**src/hdl/duart_dir_consts.svh**
```systemverilog
// Constants for the dual UART bus select and RS-485 direction block.
`ifndef DUART_DIR_CONSTS_SVH
`define DUART_DIR_CONSTS_SVH

`define MCR_ADDR 3'h4
`define FEATURE_CONTROL_REG_ADDR 3'h5
`define EXTENDED_MODEM_STATUS_REG_ADDR 3'h6
`define MCR_RESET 8'h00
`define FEATURE_CONTROL_REG_RESET 8'h00
`define EXTENDED_MODEM_STATUS_REG_RESET 8'h00
`define MCR_RTS_BIT 1
`define MCR_PRESCALE_BIT 7
`define EXTENDED_MODEM_STATUS_REG_INVERT_BIT 3
`define FEATURE_CONTROL_REG_AUTO_DIR_BIT 3
`define FEATURE_CONTROL_REG_SAMPLE_8X_BIT 6
`define TX_FIFO_DEPTH 64
`define RX_FIFO_DEPTH 64

`endif

```
**src/hdl/duart_pkg.sv**
```systemverilog
// Types shared by the dual UART direction block and its channel slice.
package duart_pkg;
    typedef struct packed {
        logic tx_load;
        logic tx_fifo_empty;
        logic tx_shift_empty;
        logic tx_bit;
        logic rx_bit;
    } chan_in_t;

    typedef struct packed {
        logic tx_serial;
        logic rts_n;
        logic prescale_div4;
        logic sample_8x;
        logic rx_bit;
    } chan_out_t;

    typedef enum logic [1:0] {
        DIR_RECEIVE = 2'b01,
        DIR_TRANSMIT = 2'b10
    } dir_state_t;
endpackage : duart_pkg

```
**src/hdl/duart_bus_select_rs485_dir.sv**
```systemverilog
// Top of the dual UART bus style select and RS-485 direction logic.
`timescale 1ns/10ps
`include "duart_dir_consts.svh"
module duart_bus_select_rs485_dir (
    input wire logic core_clk,
    input wire logic rst_b,
    input wire logic reset_pin,
    input wire logic bus_style_strap,
    input wire logic prescaler_strap,
    input wire logic half_duplex_strap_n,
    input wire logic read_strobe_n,
    input wire logic write_strobe_n,
    input wire logic chan_a_select_n,
    input wire logic chan_b_select_n,
    input wire logic channel_address_bit,
    input wire logic [2:0] host_addr,
    input wire logic [7:0] host_wdata,
    input wire duart_pkg::chan_in_t chan_a_in,
    input wire duart_pkg::chan_in_t chan_b_in,
    output logic [7:0] host_rdata_q,
    output logic host_rdata_oe_q,
    output duart_pkg::chan_out_t chan_a_out_q,
    output duart_pkg::chan_out_t chan_b_out_q,
    output logic strobe_style_q,
    output logic auto_dir_strap_q
);
    logic dev_rst;
    logic reset_active;
    logic strobe_style_d;
    logic auto_dir_strap_d;
    logic div4_strap_q;
    logic div4_strap_d;
    logic rd_n_q;
    logic wr_n_q;
    logic csa_n_q;
    logic csb_n_q;
    logic addr_bit_q;
    logic [2:0] addr_q;
    logic [7:0] wdata_q;
    logic [7:0] host_rdata_d;
    logic host_rdata_oe_d;
    logic wr_a;
    logic wr_b;
    logic rd_start;
    logic rd_a;
    logic rd_b;
    logic [7:0] mcr_a;
    logic [7:0] feature_control_reg_a;
    logic [7:0] extended_modem_status_reg_a;
    logic [7:0] mcr_b;
    logic [7:0] feature_control_reg_b;
    logic [7:0] extended_modem_status_reg_b;

    // Readback of one channel's register at a given address.
    function automatic logic [7:0] reg_mux(
        input logic [2:0] addr,
        input logic [7:0] modem_control_reg,
        input logic [7:0] feature_control_reg,
        input logic [7:0] extended_modem_status_reg
    );
        logic [7:0] val;
        val = 8'h00;
        case (addr)
            `MCR_ADDR: val = modem_control_reg;
            `FEATURE_CONTROL_REG_ADDR: val = feature_control_reg;
            `EXTENDED_MODEM_STATUS_REG_ADDR: val = extended_modem_status_reg;
            default: val = 8'h00;
        endcase
        return val;
    endfunction : reg_mux

    // The polarity follows the live strap, since the latched copy is itself
    // reloaded from the strap during this reset.
    assign reset_active = bus_style_strap ? reset_pin : ~reset_pin;
    assign dev_rst = ~rst_b | reset_active;

    // Straps are followed during reset and frozen at its release.
    always_comb begin
        strobe_style_d = strobe_style_q;
        auto_dir_strap_d = auto_dir_strap_q;
        div4_strap_d = div4_strap_q;
        if (dev_rst) begin
            strobe_style_d = bus_style_strap;
            auto_dir_strap_d = ~half_duplex_strap_n;
            div4_strap_d = ~prescaler_strap;
        end
    end

    always_ff @(posedge core_clk) begin
        strobe_style_q <= strobe_style_d;
        auto_dir_strap_q <= auto_dir_strap_d;
        div4_strap_q <= div4_strap_d;
    end

    // Bus cycles are decoded from the previous sample and the current one,
    // so a strobe must stay low across at least one rising clock edge.
    always_comb begin
        wr_a = 1'b0;
        wr_b = 1'b0;
        rd_start = 1'b0;
        rd_a = 1'b0;
        rd_b = 1'b0;
        host_rdata_oe_d = 1'b0;
        if (strobe_style_q) begin
            // Both selects low is a broadcast write; a read then returns 0.
            wr_a = !wr_n_q && write_strobe_n && !csa_n_q;
            wr_b = !wr_n_q && write_strobe_n && !csb_n_q;
            rd_start = rd_n_q && !read_strobe_n;
            rd_a = !chan_a_select_n && chan_b_select_n;
            rd_b = chan_a_select_n && !chan_b_select_n;
            host_rdata_oe_d = !read_strobe_n &&
                (!chan_a_select_n || !chan_b_select_n);
        end else begin
            // Select line is chan_a_select_n, read-not-write is read_strobe_n.
            wr_a = !csa_n_q && chan_a_select_n && !rd_n_q &&
                !addr_bit_q;
            wr_b = !csa_n_q && chan_a_select_n && !rd_n_q && addr_bit_q;
            rd_start = csa_n_q && !chan_a_select_n && read_strobe_n;
            rd_a = !channel_address_bit;
            rd_b = channel_address_bit;
            host_rdata_oe_d = !chan_a_select_n && read_strobe_n;
        end
    end

    always_comb begin
        host_rdata_d = host_rdata_q;
        if (rd_start) begin
            host_rdata_d = rd_a ? reg_mux(host_addr, mcr_a, feature_control_reg_a, extended_modem_status_reg_a) :
                rd_b ? reg_mux(host_addr, mcr_b, feature_control_reg_b, extended_modem_status_reg_b) : 8'h00;
        end
    end

    always_ff @(posedge core_clk) begin
        if (dev_rst) begin
            rd_n_q <= 1'b1;
            wr_n_q <= 1'b1;
            csa_n_q <= 1'b1;
            csb_n_q <= 1'b1;
            addr_bit_q <= 1'b0;
            addr_q <= 3'h0;
            wdata_q <= 8'h00;
            host_rdata_q <= 8'h00;
            host_rdata_oe_q <= 1'b0;
        end else begin
            rd_n_q <= read_strobe_n;
            wr_n_q <= write_strobe_n;
            csa_n_q <= chan_a_select_n;
            csb_n_q <= chan_b_select_n;
            addr_bit_q <= channel_address_bit;
            addr_q <= host_addr;
            wdata_q <= host_wdata;
            host_rdata_q <= host_rdata_d;
            host_rdata_oe_q <= host_rdata_oe_d;
        end
    end

    chan_dir u_chan_a (
        .core_clk(core_clk),
        .dev_rst(dev_rst),
        .strap_div4(div4_strap_q),
        .strap_auto(auto_dir_strap_q),
        .wr_en(wr_a),
        .wr_addr(addr_q),
        .wr_data(wdata_q),
        .chan_in(chan_a_in),
        .chan_out_q(chan_a_out_q),
        .mcr_q(mcr_a),
        .feature_control_reg_q(feature_control_reg_a),
        .extended_modem_status_reg_q(extended_modem_status_reg_a)
    );

    chan_dir u_chan_b (
        .core_clk(core_clk),
        .dev_rst(dev_rst),
        .strap_div4(div4_strap_q),
        .strap_auto(auto_dir_strap_q),
        .wr_en(wr_b),
        .wr_addr(addr_q),
        .wr_data(wdata_q),
        .chan_in(chan_b_in),
        .chan_out_q(chan_b_out_q),
        .mcr_q(mcr_b),
        .feature_control_reg_q(feature_control_reg_b),
        .extended_modem_status_reg_q(extended_modem_status_reg_b)
    );
endmodule : duart_bus_select_rs485_dir

```
**src/hdl/chan_dir.sv**
```systemverilog
// One channel's configuration registers and RS-485 direction control.
`timescale 1ns/10ps
`include "duart_dir_consts.svh"
module chan_dir (
    input wire logic core_clk,
    input wire logic dev_rst,
    input wire logic strap_div4,
    input wire logic strap_auto,
    input wire logic wr_en,
    input wire logic [2:0] wr_addr,
    input wire logic [7:0] wr_data,
    input wire duart_pkg::chan_in_t chan_in,
    output duart_pkg::chan_out_t chan_out_q,
    output logic [7:0] mcr_q,
    output logic [7:0] feature_control_reg_q,
    output logic [7:0] extended_modem_status_reg_q
);
    logic [7:0] mcr_d;
    logic [7:0] feature_control_reg_d;
    logic [7:0] extended_modem_status_reg_d;
    logic mcr_written_q;
    logic mcr_written_d;
    duart_pkg::dir_state_t dir_q;
    duart_pkg::dir_state_t dir_d;
    duart_pkg::chan_out_t chan_out_d;
    logic auto_on;
    logic dir_level;

    always_comb begin
        mcr_d = mcr_q;
        feature_control_reg_d = feature_control_reg_q;
        extended_modem_status_reg_d = extended_modem_status_reg_q;
        mcr_written_d = mcr_written_q;
        if (wr_en) begin
            case (wr_addr)
                `MCR_ADDR: begin
                    mcr_d = wr_data;
                    mcr_written_d = 1'b1;
                end
                `FEATURE_CONTROL_REG_ADDR: begin
                    feature_control_reg_d = wr_data;
                end
                `EXTENDED_MODEM_STATUS_REG_ADDR: begin
                    extended_modem_status_reg_d = wr_data;
                end
                default: begin
                    mcr_d = mcr_q;
                end
            endcase
        end
    end

    // A load in the same cycle as the drain keeps the line in transmit.
    always_comb begin
        dir_d = dir_q;
        case (dir_q)
            duart_pkg::DIR_RECEIVE: begin
                if (chan_in.tx_load) begin
                    dir_d = duart_pkg::DIR_TRANSMIT;
                end
            end
            duart_pkg::DIR_TRANSMIT: begin
                if (!chan_in.tx_load && chan_in.tx_fifo_empty &&
                    chan_in.tx_shift_empty) begin
                    dir_d = duart_pkg::DIR_RECEIVE;
                end
            end
            default: begin
                dir_d = duart_pkg::DIR_RECEIVE;
            end
        endcase
    end

    // The strap forces automatic mode; the register bit only counts when
    // the strap is low.
    assign auto_on = strap_auto | feature_control_reg_q[`FEATURE_CONTROL_REG_AUTO_DIR_BIT];
    assign dir_level = (dir_q == duart_pkg::DIR_RECEIVE) ^
        extended_modem_status_reg_q[`EXTENDED_MODEM_STATUS_REG_INVERT_BIT];

    always_comb begin
        chan_out_d.tx_serial = chan_in.tx_bit;
        chan_out_d.rx_bit = chan_in.rx_bit;
        chan_out_d.rts_n = auto_on ? dir_level : ~mcr_q[`MCR_RTS_BIT];
        chan_out_d.prescale_div4 = mcr_written_q ?
            mcr_q[`MCR_PRESCALE_BIT] : strap_div4;
        chan_out_d.sample_8x = feature_control_reg_q[`FEATURE_CONTROL_REG_SAMPLE_8X_BIT];
    end

    always_ff @(posedge core_clk) begin
        if (dev_rst) begin
            mcr_q <= `MCR_RESET;
            feature_control_reg_q <= `FEATURE_CONTROL_REG_RESET;
            extended_modem_status_reg_q <= `EXTENDED_MODEM_STATUS_REG_RESET;
            mcr_written_q <= 1'b0;
            dir_q <= duart_pkg::DIR_RECEIVE;
            chan_out_q.tx_serial <= 1'b1;
            chan_out_q.rx_bit <= 1'b1;
            chan_out_q.rts_n <= 1'b1;
            chan_out_q.prescale_div4 <= 1'b0;
            chan_out_q.sample_8x <= 1'b0;
        end else begin
            mcr_q <= mcr_d;
            feature_control_reg_q <= feature_control_reg_d;
            extended_modem_status_reg_q <= extended_modem_status_reg_d;
            mcr_written_q <= mcr_written_d;
            dir_q <= dir_d;
            chan_out_q <= chan_out_d;
        end
    end
endmodule : chan_dir

```
**config.mk**
```make
export PLATFORM = sky130hd
export DESIGN_NAME = duart_bus_select_rs485_dir
export DESIGN_NICKNAME = d
export VERILOG_FILES = /design/src/hdl/duart_pkg.sv /design/src/hdl/duart_bus_select_rs485_dir.sv /design/src/hdl/chan_dir.sv
export VERILOG_INCLUDE_DIRS = /design/src /design/src/hdl
export SDC_FILE = /design/constraint.sdc
export NUM_CORES = 1
export LEC_CHECK = 0
export ABC_CLOCK_PERIOD_IN_PS = 3800
export BUFFER_PORTS_ARGS = -buffer_cell sky130_fd_sc_hd__buf_2
export CAP_MARGIN = 20
export CORE_ASPECT_RATIO = 2
export CORE_MARGIN = 2
export CORE_UTILIZATION = 30
export DETAILED_ROUTE_END_ITERATION = 6
export MAX_ROUTING_LAYER = met4
export PLACE_DENSITY = 0.45
export SLEW_MARGIN = 20
export SYNTH_ARGS = -nofsm -noshare
export SYNTH_HDL_FRONTEND = slang
export SYNTH_HIERARCHICAL = 1
export SYNTH_SLANG_ARGS = --single-unit
```
**constraint.sdc**
```tcl
create_clock -name core_clk -period 3.8 [get_ports core_clk]
set_clock_uncertainty 0.2 [all_clocks]
set_input_delay 0.76 -clock core_clk [delete_from_list [all_inputs] [get_ports core_clk]]
set_output_delay 0.76 -clock core_clk [all_outputs]
set_load 0.02 [all_outputs]
```
==> impl_metrics.csv <==
group,metric,value,unit
final_layout,postLayoutCoreUtil,35.7,%
worst_setup_path,max_stage_delay,0.70,ns
sta,final-setup-viol-count,0,
clocking,cts_resized,0,
clocking,cts_hold_buf,0,
clocking,post_cts_buffers,0,
min_path,worstHoldPathType,"reg2reg",
clocking,clock_insertion_delay_worst_skew,0.33,ns
routing,detail_route.iter0.violations,113,
die,boundaryPins,53,
logic_synthesis,syn-instance-count,387,
worst_setup_path,critPathRequiredTime,3.81,ns
die,initial_utilization,30.8,%
die,fp.coreArea,12200,um^2
sta,setup-tns-final,0,ns
power,power_per_cell_area,469,nW/um^2
die,die_height,162,um
sta,worst_pin_slew,0.740,ns
run_status,outcome,"finished clean",
logic_synthesis,synth_flop_cell,"sky130_fd_sc_hd__dfxtp_1",
grt,grt_max_degree,29,
placed_design,port_buffer_cells,52,
logic_synthesis,syn-mean-instance-area,9.70,um^2
routing,route.vias.total,2825,
grt,grt_overflow_total,0,
worst_setup_path,worstSetupPathType,"reg2reg",
sta,slew_violations,0,
worst_setup_path,endpoint_kind,"flop",
clocking,cts_root_buf,"sky130_fd_sc_hd__clkbuf_16",
logic_synthesis,synth_nets,419,
sta,final_hold_viol_count,0,
logic_synthesis,netlist_top_cells_area,"sky130_fd_sc_hd__dfxtp_1 (47%), sky130_fd_sc_hd__mux2i_1 (9.1%), sky130_fd_sc_hd__nand2_1 (7.0%)",
clocking,numClockSinks,92,
power,power.ir.vdd_worst,224,uV
routing,detail_route.wl_per_cell,16.5,um
sta,layout_min_cycle_time,2.43,ns
logic_synthesis,seq_area_frac_synth,49.9,%
worst_setup_path,timing.critical_path.arrival,2.43,ns
grt,grtUsageTotal,15.0,%
sta,max_clock_freq,412,MHz
sta,timing.max_slew.rel_slack,50.6,%
routing,vias_per_cell,4.86,
routing,wirelength,9620,um
placed_design,gp_routability_congestion,0.785,
logic_synthesis,yosys.cell_types.count,40,
power,p_leak,1.63,nW
die,fp.dieArea,13500,um^2
worst_setup_path,worstPathCellList,"nor3_1, a22o_1, and4bb_1, mux2i_1, nor2_1",
final_layout,final_layout_size_suffix_gt1_share,19.6,%
die,num_rows,57,
die,die_w,83.1,um
grt,antenna_found_initial,0,
logic_synthesis,netlist.top_cell.by_area,"sky130_fd_sc_hd__dfxtp_1",
grt,number_of_global_route_vias_before_repair,2777,
routing,drt_pass1_iterations,4,
flow_run,maxCapViolCount,0,
clocking,cts_made_buffers,9,
worst_setup_path,critical_path_peak_fanout,13,
grt,grt_pass1_wl,15200,um
clocking,clk_transition_reported_paths,0.06,ns
logic_synthesis,synth.yosys.warnings,6,
worst_setup_path,crit_path_top_delay_cell,"sky130_fd_sc_hd__and4bb_1",
logic_synthesis,synth_top_area_share,47.5,%
logic_synthesis,synth.cell_area,3750,um^2
sta,layout_worst_path_cycle_share,63.8,%
clocking,maximum_buffer_depth_of_the_clock_tree,2,
worst_setup_path,worstSetupStartpointType,"flop",
clocking,htree_num_levels,3,
final_layout,diodes,0,
logic_synthesis,number_of_storage_elements_in_the_synthesis_netlist,92,
final_layout,nNetsFinal,461,
routing,post_route_drc,0,
logic_synthesis,synth_enable_flop_cells,3,
final_layout,area_added_between_synthesis_and_finish,15.9,%
sta,rsz0062_at_grt,"false",
routing,drt.antenna.violating_nets,0,
power,finalPower,0.00204,W
clocking,tritoncts,"yes",
placed_design,detailed_place_hpwl,6920,um
logic_synthesis,synth-async-reset-ratio,0,%
## where the power goes
group,internal (W),switching [W]
Clock,0.000527,0.000360
Combinational,0.0000563,0.0000819
Sequential,0.000990,0.0000258
Total,0.00157,0.000468
## cell families (layout without fill, tap and decap cells)
| kind of cell | after synthesis | after routing | synth area share [%] |
|---|---|---|---|
| flops | 92 | 92 | 49.9 |
| xor+xnor | 4 | 4 | 0.933 |
| mux | 34 | 34 | 9.06 |
| compound gates | 77 | 77 | 14.7 |
| buf+inv | 28 | 75 | 5.13 |
| simple gates | 152 | 152 | 20.4 |
## Yosys cell counts (2+ instances only)
| cell | number |
|---|---|
| sky130_fd_sc_hd__edfxtp_1 | 3 |
| sky130_fd_sc_hd__o21ai_0 | 2 |
| sky130_fd_sc_hd__inv_1 | 3 |
| sky130_fd_sc_hd__a2bb2oi_2 | 4 |
| sky130_fd_sc_hd__nor3_1 | 2 |
| sky130_fd_sc_hd__o21ai_4 | 2 |
| sky130_fd_sc_hd__nor2_1 | 31 |
| sky130_fd_sc_hd__a21oi_1 | 36 |
| sky130_fd_sc_hd__o22ai_1 | 8 |
| sky130_fd_sc_hd__dfxtp_1 | 89 |
| sky130_fd_sc_hd__mux2i_1 | 34 |
| sky130_fd_sc_hd__nand2_1 | 70 |
| sky130_fd_sc_hd__nand2b_1 | 5 |
| sky130_fd_sc_hd__nor2b_1 | 7 |
| sky130_fd_sc_hd__buf_2 | 7 |
| sky130_fd_sc_hd__a21o_1 | 2 |
| sky130_fd_sc_hd__nor4b_1 | 2 |
| sky130_fd_sc_hd__nor3b_1 | 2 |
| sky130_fd_sc_hd__and4b_1 | 4 |
| sky130_fd_sc_hd__xnor2_1 | 3 |
| sky130_fd_sc_hd__buf_6 | 8 |
| sky130_fd_sc_hd__nand4b_1 | 4 |
| sky130_fd_sc_hd__clkbuf_1 | 6 |
| sky130_fd_sc_hd__or2_2 | 4 |
| sky130_fd_sc_hd__a22o_1 | 9 |
| sky130_fd_sc_hd__and4bb_1 | 2 |
| sky130_fd_sc_hd__a2bb2oi_1 | 12 |
| sky130_fd_sc_hd__and3_1 | 13 |
| sky130_fd_sc_hd__buf_4 | 2 |
## metal layers
metal	vias up	wire length, um	part of all wire (%)	track usage (%)
li1	1427	-	-	-
met1	1315	3830	40	16.0
met2	66	5210	54	27.0
met3	17	308	3.2	2.44
met4	0	265	2.8	6.93
met5	-	0	0	-
## state kept, by name, summed over array words and instances, names as in the netlist, 2 cells and up
name and count:
u_chan_b/feature_control_reg_q 8, u_chan_b/mcr_q 8, host_rdata_q 8, u_chan_b/extended_modem_status_reg_q 8
u_chan_a/chan_out_q 5, u_chan_a/extended_modem_status_reg_q 8, u_chan_b/chan_out_q 5, u_chan_a/dir_q 2
u_chan_a/feature_control_reg_q 8, u_chan_a/mcr_q 8, wdata_q 8, u_chan_b/dir_q 2
addr_q 3
## through the flow
step / setup WS (ns) / instance area, um^2 / std cells / hold slack (ns)
after global placement: 1.12 / 4060 / 565 / 0.243
after detailed placement: 1.09 / 4060 / 565 / 0.248
after global routing: 1.26 / 4350 / 581 / 0.269
after CTS: 1.40 / 4350 / 581 / 0.256
final: 1.37 / 4350 / 581 / 0.255
after floorplan: 1.73 / 3750 / 387 / 0.236
## area by class of cell
type	count	area [um^2]
clock buffers	12	246
inverters	4	15.0
well taps	147	184
clock inverters	4	48.8
flip-flops and latches	92	1870
multi-input cells	267	1690
fillers	1230	7840
repair buffers	55	295
## cell usage in the layout, fill, tap and decap left out, types with 5 or more instances in the layout
master	instances
sky130_fd_sc_hd__buf_2	52
sky130_fd_sc_hd__a22o_1	9
sky130_fd_sc_hd__a21oi_1	36
sky130_fd_sc_hd__clkbuf_16	9
sky130_fd_sc_hd__dfxtp_1	89
sky130_fd_sc_hd__a2bb2oi_1	12
sky130_fd_sc_hd__and3_1	13
sky130_fd_sc_hd__nand2b_1	5
sky130_fd_sc_hd__mux2i_1	34
sky130_fd_sc_hd__nor2_1	31
sky130_fd_sc_hd__o22ai_1	8
sky130_fd_sc_hd__nor2b_1	7
sky130_fd_sc_hd__nand2_1	70
## critical path, delay by kind of cell (launching register included)
kind             cells  cell delay [ns]
multiplexers         1             0.28
AO/OA/AOI/OAI        1             0.22
flip-flops           1             0.57
AND/OR/NAND/NOR      3             1.01
## final timing paths
check | start | endpoint | slack, ns | cells after the start
max | strobe_style_q | u_chan_b/mcr_q[6] | 1.37 | 5
min | u_chan_a/feature_control_reg_q[7] | u_chan_a/feature_control_reg_q[7] | 0.26 | 2
max reg2reg | strobe_style_q | u_chan_b/mcr_q[6] | 1.37 | 5
min reg2reg | u_chan_a/feature_control_reg_q[7] | u_chan_a/feature_control_reg_q[7] | 0.26 | 2
Note: power is estimated with default switching activity, not from simulation.
